`src/rtl/move_const_pkg.sv`:
```
// constants for the move, constant, negate, idle and normalize execution block
package move_const_pkg;
	localparam int          WORD_W        = 32;
	localparam int          LONG_W        = 40;
	localparam int          REG_AW        = 5;
	localparam int          DELAY_SLOTS   = 3;
	// opcode field positions
	localparam int          CREG_HI       = 31;
	localparam int          CREG_LO       = 29;
	localparam int          ZBIT_POS      = 28;
	localparam int          DST_HI        = 27;
	localparam int          DST_LO        = 23;
	localparam int          SRCB_HI       = 22;
	localparam int          SRCB_LO       = 18;
	localparam int          SRC1_HI       = 17;
	localparam int          SRC1_LO       = 13;
	localparam int          WIDE_CST_HI   = 22;
	localparam int          WIDE_CST_LO   = 7;
	localparam int          OPF_HI        = 11;
	localparam int          OPF_LO        = 5;
	localparam int          IDLE_HI       = 16;
	localparam int          IDLE_LO       = 13;
	localparam int          HALF_W        = 16;
	// long-form opfield codes of the logical unit
	localparam logic [6:0]  OPF_NEG32     = 7'h06;
	localparam logic [6:0]  OPF_NEG40     = 7'h24;
	localparam logic [6:0]  OPF_NORM32    = 7'h63;
	localparam logic [6:0]  OPF_NORM40    = 7'h60;
	localparam logic [3:0]  IDLE_MAX      = 4'h8;
	// operation selected by dispatch
	typedef enum logic [3:0] {
		OP_NONE        = 4'h0,
		OP_DMOVE       = 4'h1,
		OP_CONST_S     = 4'h2,
		OP_CONST_L     = 4'h3,
		OP_CONST_D     = 4'h4,
		OP_CONST_LOW   = 4'h5,
		OP_CONST_HIGH  = 4'h6,
		OP_LOW_TO_HIGH = 4'h7,
		OP_NEGATE_S    = 4'h8,
		OP_NEGATE_L    = 4'h9,
		OP_NORM        = 4'ha,
		OP_IDLE        = 4'hb
	} op_sel_t;
	typedef enum logic [1:0] {
		ST_RUN  = 2'b01,
		ST_IDLE = 2'b10
	} idle_state_t;
endpackage

```
`src/rtl/sign_bit_counter.sv`:
```
// counts redundant sign bits of a 40-bit operand
`timescale 1ns/1ns
`default_nettype none
module sign_bit_counter
	import move_const_pkg::*;
(
	input  wire logic [LONG_W-1:0] operand,
	input  wire logic              is_long,
	output logic      [5:0]        count
);
	logic [LONG_W-1:0] ext;
	logic [LONG_W-1:0] same;
	logic [5:0]        run;
	logic [5:0]        limit;

	// a 32-bit operand is sign extended so the top 8 bits always match
	always_comb begin
		ext = is_long ? operand : {{(LONG_W-WORD_W){operand[WORD_W-1]}}, operand[WORD_W-1:0]};
	end

	genvar gi;
	generate
		for (gi = 0; gi < LONG_W - 1; gi++) begin : g_same
			assign same[gi] = ext[gi] == ext[LONG_W-1];
		end
	endgenerate
	assign same[LONG_W-1] = 1'b0;

	always_comb begin
		run = 6'h00;
		for (int i = LONG_W - 2; i >= 0; i--) begin
			if (same[i] && run == 6'(LONG_W - 2 - i)) begin
				run = run + 6'h01;
			end
		end
		limit = is_long ? 6'(LONG_W - 1) : 6'(WORD_W - 1);
		count = is_long ? run : ((run >= 6'(LONG_W - WORD_W)) ? run - 6'(LONG_W - WORD_W) : 6'h00);
		if (count > limit) begin
			count = limit;
		end
	end
endmodule
`default_nettype wire

```
`src/rtl/move_const_exec.sv`:
```
// execution of delayed move, constant loads, negate, idle and normalize
// Contract
// - delayed move reads source in E1, writes destination in E4
// - shift-unit constant load sign extends 16-bit field to 32 bits
// - logical/data unit constant load uses 5-bit signed field; data unit in src1 slot
// - upper-half load replaces upper 16 bits, keeps lower 16 bits
// - low constant load sign extends 16-bit field
// - constant loads write in E2, read no source register
// - negate is zero minus source; 32-bit and 40-bit logical forms
// - idle lasts field plus one cycles, up to nine
// - multicycle idle ends when an earlier branch completes
// - normalize writes redundant sign bit count, 32 and 40-bit forms
`timescale 1ns/1ns
`default_nettype none
module move_const_exec
	import move_const_pkg::*;
(
	input  wire logic              clk,
	input  wire logic              rst_n,
	input  wire logic              issue_valid,
	input  wire logic [WORD_W-1:0] opcode,
	input  wire op_sel_t           op_sel,
	input  wire logic              cond_true,
	input  wire logic [WORD_W-1:0] src_lo,
	input  wire logic [WORD_W-1:0] src_hi,
	input  wire logic [WORD_W-1:0] dst_old,
	input  wire logic              branch_done,
	output logic                   src_read,
	output logic [REG_AW-1:0]      src_addr,
	output logic                   wr_en,
	output logic [REG_AW-1:0]      wr_addr,
	output logic [WORD_W-1:0]      wr_data,
	output logic                   wr_hi_en,
	output logic [LONG_W-WORD_W-1:0] wr_hi_data,
	output logic                   idle_busy,
	output logic                   idle_is_op,
	output logic                   idle_parallel
);
	// delay line for the delayed move through the multiplier path
	logic [DELAY_SLOTS-1:0] mv_vld_q, mv_vld_d;
	logic [WORD_W-1:0]      mv_data_q [DELAY_SLOTS];
	logic [WORD_W-1:0]      mv_data_d [DELAY_SLOTS];
	logic [REG_AW-1:0]      mv_addr_q [DELAY_SLOTS];
	logic [REG_AW-1:0]      mv_addr_d [DELAY_SLOTS];
	// single-cycle result registers
	logic                   wr_en_q, wr_en_d;
	logic [REG_AW-1:0]      wr_addr_q, wr_addr_d;
	logic [WORD_W-1:0]      wr_data_q, wr_data_d;
	logic                   wr_hi_en_q, wr_hi_en_d;
	logic [LONG_W-WORD_W-1:0] wr_hi_q, wr_hi_d;
	// idle counter
	idle_state_t            st_q, st_d;
	logic [3:0]             idle_cnt_q, idle_cnt_d;

	logic [REG_AW-1:0]      dst_f;
	logic [HALF_W-1:0]      wide_cst;
	logic [4:0]             cst5_srcb;
	logic [4:0]             cst5_src1;
	logic [6:0]             opf;
	logic [3:0]             idle_fld;
	logic                   idle_dec;
	logic [LONG_W-1:0]      long_src;
	logic [LONG_W-1:0]      negate_res;
	logic [5:0]             norm_cnt;
	logic                   exec;

	assign dst_f     = opcode[DST_HI:DST_LO];
	assign wide_cst  = opcode[WIDE_CST_HI:WIDE_CST_LO];
	assign cst5_srcb = opcode[SRCB_HI:SRCB_LO];
	assign cst5_src1 = opcode[SRC1_HI:SRC1_LO];
	assign opf       = opcode[OPF_HI:OPF_LO];
	assign idle_fld  = opcode[IDLE_HI:IDLE_LO];
	assign long_src  = {src_hi[LONG_W-WORD_W-1:0], src_lo};
	assign exec      = issue_valid && cond_true;

	// idle pattern: all fields zero apart from the count and the parallel bit
	assign idle_dec = opcode[CREG_HI:IDLE_HI+1] == '0 && opcode[IDLE_LO-1:1] == '0;
	assign idle_is_op    = issue_valid && idle_dec;
	assign idle_parallel = opcode[0];

	sign_bit_counter sign_bit_counter_inst (
		.operand (long_src),
		.is_long (opf == OPF_NORM40),
		.count   (norm_cnt)
	);

	assign negate_res = (opf == OPF_NEG40) ? LONG_W'(0) - long_src
		: {{(LONG_W-WORD_W){1'b0}}, WORD_W'(0) - src_lo};

	// source read in E1 only for ops that have one; constant loads read no source, the upper-half loads read dst_old
	always_comb begin
		src_read = issue_valid && (op_sel == OP_DMOVE || op_sel == OP_NEGATE_S
			|| op_sel == OP_NEGATE_L || op_sel == OP_NORM);
		src_addr = opcode[SRCB_HI:SRCB_LO];
	end

	always_comb begin
		wr_en_d    = 1'b0;
		wr_addr_d  = dst_f;
		wr_data_d  = '0;
		wr_hi_en_d = 1'b0;
		wr_hi_d    = '0;
		if (exec && st_q == ST_RUN) begin
			case (op_sel)
				OP_CONST_S, OP_CONST_LOW: begin
					wr_en_d   = 1'b1;
					wr_data_d = {{HALF_W{wide_cst[HALF_W-1]}}, wide_cst};
				end
				OP_CONST_L: begin
					wr_en_d   = 1'b1;
					wr_data_d = {{(WORD_W-5){cst5_srcb[4]}}, cst5_srcb};
				end
				OP_CONST_D: begin
					wr_en_d   = 1'b1;
					wr_data_d = {{(WORD_W-5){cst5_src1[4]}}, cst5_src1};
				end
				OP_CONST_HIGH, OP_LOW_TO_HIGH: begin
					wr_en_d   = 1'b1;
					wr_data_d = {wide_cst, dst_old[HALF_W-1:0]};
				end
				OP_NEGATE_S, OP_NEGATE_L: begin
					wr_en_d    = 1'b1;
					wr_data_d  = negate_res[WORD_W-1:0];
					wr_hi_en_d = op_sel == OP_NEGATE_L && opf == OPF_NEG40;
					wr_hi_d    = negate_res[LONG_W-1:WORD_W];
				end
				OP_NORM: begin
					wr_en_d   = 1'b1;
					wr_data_d = {{(WORD_W-6){1'b0}}, norm_cnt};
				end
				default: begin
					wr_en_d = 1'b0;
				end
			endcase
		end
	end

	// delay line: stage 0 captured in E1, written out in E4
	always_comb begin
		mv_vld_d     = {mv_vld_q[DELAY_SLOTS-2:0], exec && op_sel == OP_DMOVE && st_q == ST_RUN};
		mv_data_d[0] = src_lo;
		mv_addr_d[0] = dst_f;
		for (int i = 1; i < DELAY_SLOTS; i++) begin
			mv_data_d[i] = mv_data_q[i-1];
			mv_addr_d[i] = mv_addr_q[i-1];
		end
	end

	// idle: count field+1 cycles, cut short when a branch completes
	always_comb begin
		st_d       = st_q;
		idle_cnt_d = idle_cnt_q;
		case (st_q)
			ST_RUN: begin
				// zero field is one idle cycle and leaves parallel ops untouched
				if (issue_valid && op_sel == OP_IDLE && idle_fld != 4'h0 && !branch_done) begin
					st_d       = ST_IDLE;
					idle_cnt_d = (idle_fld > IDLE_MAX) ? IDLE_MAX : idle_fld;
				end
			end
			ST_IDLE: begin
				if (branch_done || idle_cnt_q == 4'h1) begin
					st_d       = ST_RUN;
					idle_cnt_d = 4'h0;
				end else begin
					idle_cnt_d = idle_cnt_q - 4'h1;
				end
			end
			default: begin
				st_d       = ST_RUN;
				idle_cnt_d = 4'h0;
			end
		endcase
	end

	always_ff @(posedge clk or negedge rst_n) begin
		if (!rst_n) begin
			mv_vld_q   <= '0;
			wr_en_q    <= 1'b0;
			wr_addr_q  <= '0;
			wr_data_q  <= '0;
			wr_hi_en_q <= 1'b0;
			wr_hi_q    <= '0;
			st_q       <= ST_RUN;
			idle_cnt_q <= 4'h0;
			for (int i = 0; i < DELAY_SLOTS; i++) begin
				mv_data_q[i] <= '0;
				mv_addr_q[i] <= '0;
			end
		end else begin
			mv_vld_q   <= mv_vld_d;
			wr_en_q    <= wr_en_d;
			wr_addr_q  <= wr_addr_d;
			wr_data_q  <= wr_data_d;
			wr_hi_en_q <= wr_hi_en_d;
			wr_hi_q    <= wr_hi_d;
			st_q       <= st_d;
			idle_cnt_q <= idle_cnt_d;
			for (int i = 0; i < DELAY_SLOTS; i++) begin
				mv_data_q[i] <= mv_data_d[i];
				mv_addr_q[i] <= mv_addr_d[i];
			end
		end
	end

	// delayed move output wins the write port in E4
	always_comb begin
		if (mv_vld_q[DELAY_SLOTS-1]) begin
			wr_en      = 1'b1;
			wr_addr    = mv_addr_q[DELAY_SLOTS-1];
			wr_data    = mv_data_q[DELAY_SLOTS-1];
			wr_hi_en   = 1'b0;
			wr_hi_data = '0;
		end else begin
			wr_en      = wr_en_q;
			wr_addr    = wr_addr_q;
			wr_data    = wr_data_q;
			wr_hi_en   = wr_hi_en_q;
			wr_hi_data = wr_hi_q;
		end
	end

	assign idle_busy = st_q == ST_IDLE;
endmodule
`default_nettype wire

```
`config.mk`:
```
export PLATFORM = sky130hd
export DESIGN_NAME = move_const_exec
export DESIGN_NICKNAME = d
export VERILOG_FILES = /design/src/rtl/move_const_pkg.sv /design/src/rtl/sign_bit_counter.sv /design/src/rtl/move_const_exec.sv
export SDC_FILE = /design/constraint.sdc
export NUM_CORES = 1
export LEC_CHECK = 0
export ABC_CLOCK_PERIOD_IN_PS = 1950
export BUFFER_PORTS_ARGS = -buffer_cell sky130_fd_sc_hd__buf_4
export CAP_MARGIN = 0
export CORE_UTILIZATION = 40
export CTS_BUF_LIST = sky130_fd_sc_hd__clkbuf_4
export DETAILED_ROUTE_END_ITERATION = 16
export PLACE_DENSITY = 0.61
export SLEW_MARGIN = 20
export SYNTH_ARGS = -nofsm -noshare
export SYNTH_HDL_FRONTEND = slang
export SYNTH_SLANG_ARGS = --single-unit
```
`constraint.sdc`:
```
create_clock -name clk -period 1.95 [get_ports clk]
set_input_delay 0.2925 -clock clk [delete_from_list [all_inputs] [get_ports clk]]
set_output_delay 0.2925 -clock clk [all_outputs]
set_load 0.03 [all_outputs]
```
### Word-level counts from Yosys, hierarchy flattened

Cells that the tools add are included.

* input bits: 137
* logic and storage cells: 280
* flip-flop bits (word level): 162
* output and inout port bits: 56

* eq/ne operators: 95
* multiplexer cells: 65
* $add $sub $neg: 42
* reductions and logical operators: 62
* magnitude comparators: 3

Operators with widths (count)
* $mux 6: 42
* $add 6x1->6 const B: 38
* $pmux 32 s6: 1
* $eq 6x5->1 const B: 16
* $mux 40: 2
* $mux 32: 2
* $logic_and 1x1->1: 49
* $eq 6x4->1 const B: 8
* $eq 6x6->1 const B: 7
* $sub 1x40->40 const A: 1
* $eq 1x1->1: 39
* $sub 1x32->32 const A: 1
* $eq 6x3->1 const B: 4
* $mux 8: 3
* $eq 4x3->1 const B: 4
* $eq 4x4->1 const B: 4
* $logic_not 15->1: 1
* $eq 6x2->1 const B: 2
* $logic_not 12->1: 1
* $mux 4: 3
* $reduce_or 9->1: 1
* $eq 4x1->1 const B: 2
* $eq 4x2->1 const B: 2
* $pmux 4 s2: 1
* 20 further kinds: 33

### Longest topological paths before layout

* depth after elaboration: 125
* gate-level depth with buffers: 229
* gate-level depth less buffers: 221

### Hierarchy

A second synthesis with hierarchy kept.

* cell total of the unflattened synthesis: 1454
* area, all modules: 12901.1 um2

Modules (own cells, without submodules)
* move_const_exec: area each 6740.2 um2, seq. area each 4055.1 um2, instances 1, cells an instance 562
* sign_bit_counter: area each 6160.9 um2, seq. area each 0.0 um2, instances 1, cells an instance 892

### Worst setup path before layout

No wires, ideal clock.

* path kind: input port to flip-flop
* from: input opcode[6]
* to: register wr_data_q[4]
* arrival: 37.284 ns
* stages: 219
* required time: 1.814 ns
* path buffers: 8
* setup time: 0.136 ns
* slack: -35.470 ns
* cell sequence: or4_4 > buf_6 > or2_4 > buf_6 > or2_2 > ha_1 > ha_1 > a221oi_1 > a2bb2oi_1 > o22ai_2 > ha_1 > nand2_1 > a211oi_1 > o21bai_1 > ha_1 > o31a_1 > nand2_1 > nor3_1 > [... 183 more ...] > o21ai_0 > nor2_1 > nand2_1 > a21oi_1 > mux2i_1 > ha_1 > o21ai_0 > or3_1 > nor3_1 > o2111ai_1 > nand3_1 > inv_1 > ha_1 > nand2_1 > o21a_1 > nor2_1 > o21ai_0 > a31oi_1

* word-level cells in the longest chain between the ends: 125
* elaborated cells on any way between the ends: 205
* classes of those cells: 39 x add/sub; 2 x order compare; 79 x eq/ne; 47 x mux; 38 x reduce/logical

Ends and longest elaborated chain
* start: declaration: line move_const_exec.sv:21 `input wire logic [WORD_W-1:0] opcode,`
* parallel branches: the longest is 123 deep, another holds $add 6x1->6
* $pmux 32 s6 *: line move_const_exec.sv:104 `case (op_sel)`
* $mux 32 *: line move_const_exec.sv:103 `if (exec && st_q == ST_RUN) begin`
* named net wr_data_d[4]: line move_const_exec.sv:48 `logic [WORD_W-1:0] wr_data_q, wr_data_d;`
* end signal: assignment: line move_const_exec.sv:194 `wr_data_q <= wr_data_d;`
* end: declaration: line move_const_exec.sv:48

Mark *: on every way through the listed nets, which the timed path passes.
A chain may end at the register's enable or synchronous reset.

### Final worst setup path

* from: input opcode[6]
* to: register wr_data_q[3]

The elaborated chain is that of the path after synthesis.

==> flow_summary.yaml <==
power_and_ir_drop:
  seqPwrFrac_pct: 24.8
  p_leak_nw: 9.55
  powerDensity_nw_per_um2: 701
  clkPwrFrac_pct: 13.4
  p_switching_mw: 5.78
  cellInternalPower_mw: 8.98
  ir_drop_uv: 409
  sw_frac_of_total_pct: 39.2
  comb_power_share_pct: 61.8
floorplan:
  die_x_um: 177
  die-area_sq_um: 31200
  rows: 63
  start_util_pct: 40.9
  io_pins: 193
  fp.dieH_um: 177
  coreArea_sq_um: 29800
clock_network:
  cts_tree: "done"
  clock_sinks: 162
  h-tree-depth: 4
  path_clk_slew_ns: 0.16
  clk_root_buffer_cell: "clkbuf_4"
  worstSkewPairLatency_ns: 0.59
  clockBufferDepth: 2
  cts_made_buffers: 17
drt:
  drt-wirelength-per-cell_um: 18.6
  drtIter0Drc: 995
  drc: 0
  drt_wl_total_um: 47400
  ant_nets: 0
  dr_total_vias: 13919
  vias_per_cell: 5.47
  drt_first_pass_iters: 6
setup_path:
  worst-path-max-fanout: 6
  critical_path_required_ns: 2.44
  slowest_delay_ns: 0.56
  start_kind: "primary input"
  crit_path_end_kind: "register"
  cp_slowest_cell: "or4_4"
  crit_path_frequent_cell: "buf_4"
  crit_arrival_ns: 34.19
  crit_type: "primary input to register"
placed_design:
  numPortBuffers: 150
  dp_hpwl_um: 33300
  gp_congestion: 0.960
  post-place-ws_ns: -32.69
timing:
  finClkSkew_ns: 0.0158
  drv_slew: 0
  rsz0062_at_grt: "yes"
  max-slew-margin-rel_pct: 44.1
  finalSetupViolCount: 69
  worstMarginPinSlew_ns: 0.835
  setup_ws_ns: -31.75
  hold_viol: 0
  post-route-min-period_ns: 33.70
  fin_crit_sh_pct: 1730
  setup_tns_ns: -215.41
  fmax_mhz: 29.7
global_routing:
  grt_pass1_wl_um: 72100
  antenna_found_initial: 1
  grt_overflow: 0
  grt_use_total_pct: 29.4
  grt_max_degree: 49
  grt_pass1_vias: 13792
layout:
  syn_to_final_growth_pct: 72.9
  nets: 2340
  drive_gt1_share_pct: 56.3
logic_synthesis:
  yosys_most_used_dff: "dfrtp_1"
  netlist_area_sq_um: 12200
  async_flop_share_pct: 100
  synth_top_cell_by_area: "dfrtp_1"
  synth-edff-count: 0
  synth_cell_types: 124
  syn_nets: 1538
  ys_ff_latch: 162
  yosysWarnings: 0
  synth_top_cell_area_share_pct: 33.1
  syn_area_per_cell_sq_um: 9.10
  ys_seq_area_share_pct: 33.3
  synth_area_leaders: "dfrtp_1 33%, ha_1 6.4%, xnor2_1 4.4%"
  postSynthCellCount: 1339
hold_path:
  hold_path_class: "primary input to register"
run:
  cap_violations: 0
status:
  failed_checks: "negative setup slack"
  status: "finished, violations left"
## what timing repair did
| action | CTS | global route |
|---|---|---|
| resized for setup | 156 | 101 |
| endpoints found under the hold margin | 85 | 1 |
| setup endpoints to repair | 69 | 73 |
| buffers inserted | 143 | 48 |
| hold buffers | 38 | 1 |
| pin swaps | 95 | 82 |
## power by group through the flow
stage	clock network (mW)	registers [mW]	logic, mW
floorplan	0	3.69	3.95
global route	2.17	3.68	9.76
finish	1.98	3.66	9.12
CTS	2.02	3.65	8.31
global placement	0	3.71	7.01
detailed placement	0	3.72	7.12
## critical path, delay by kind of cell
kind | cells | cell delay (ns)
multiplexers | 9 | 2.34
AO/OA/AOI/OAI | 45 | 7.88
adder cells (fa/ha/maj) | 29 | 5.39
XOR/XNOR | 7 | 0.88
buffers and inverters | 67 | 7.73
AND/OR/NAND/NOR | 62 | 9.52
## sequential cells by signal, summed over array words and instances, names as in the netlist, 4 cells and up
| name | flops |
|---|---|
| idle_cnt_q | 4 |
| mv_addr_d | 5 |
| mv_addr_q | 5 |
| mv_data_d | 64 |
| mv_data_q | 32 |
| wr_addr_q | 5 |
| wr_data_q | 32 |
| wr_hi_q | 8 |
## cell usage in the layout, fill, tap and decap left out, drive strengths merged, types with 47 or more instances in the layout
cell   count
a21oi     79
inv       78
dfrtp    161
ha        62
nor2     121
mux2      47
buf      800
o21ai     55
nand2    101
xnor2     65
## cell families after synthesis
kind of cell,count (synthesis),synth area share (%)
buf+inv,125,4.50
compound gates,333,20.8
other cells,1,0.0308
flops,162,33.3
simple gates,506,22.1
mux,68,6.22
fa+ha+maj,62,6.37
xor+xnor,82,6.73
## worst paths after layout
| path | startpoint | to | slack (ns) | cells past startpoint |
|---|---|---|---|---|
| setup / recovery | opcode[6] | wr_data_q[3] | -31.75 | 219 |
| hold / removal | dst_old[12] | wr_data_q[12] | 0.04 | 3 |
| setup reg to reg | st_q[0] | mv_vld_q[0] | 0.07 | 4 |
| hold reg to reg | mv_data_d[3] | mv_data_q[3] | 0.35 | 0 |
| max in group asynchronous | rst_n | wr_addr_q[4] | 1.06 | 3 |
| min in group asynchronous | rst_n | wr_data_q[7] | 0.19 | 2 |
## through the flow
stage / utilization [%] / power (mW) / area, sq um / hold WS, ns / cells
5_1_grt: 70.7 / 15.6 / 21100 / 0.00549 / 2545
2_1_floorplan: - / 7.64 / 13000 / -0.00309 / 1339
4_1_cts: 68.0 / 14.0 / 20300 / 0.00707 / 2497
3_5_place_dp: 59.9 / 10.8 / 17800 / 0.265 / 2284
6_report: 70.7 / 14.8 / 21100 / 0.0438 / 2545
3_3_place_gp: 59.9 / 10.7 / 17800 / 0.257 / 2284
## metal layers
metal	global-route usage, %	vias up	wire length, um
met5	0	-	0
met1	37.7	6789	20000
met2	50.7	503	23200
met3	4.09	126	2820
li1	-	6501	-
met4	10.0	0	1470
## cells in the mapped netlist, drive strengths merged (22+ instances only)
cell / number
dfrtp: 161
nor2: 121
nand2: 101
a21oi: 79
inv: 69
xnor2: 65
ha: 62
o21ai: 55
mux2: 47
nand3: 45
nor3: 41
clkbuf: 30
a221oi: 29
and2: 28
and3: 26
buf: 26
nand2b: 22
## layout make-up
| type | count | area [sq um] |
|---|---|---|
| flip-flops and latches | 162 | 4060 |
| clock inverters | 15 | 158 |
| clock buffers | 17 | 128 |
| well taps | 390 | 488 |
| inverters | 69 | 269 |
| repair buffers | 839 | 6670 |
| diodes | 1 | 2.50 |
| multi-input cells | 1052 | 9290 |
| fillers | 2159 | 8730 |
Note: power is estimated with default switching activity, not from simulation.
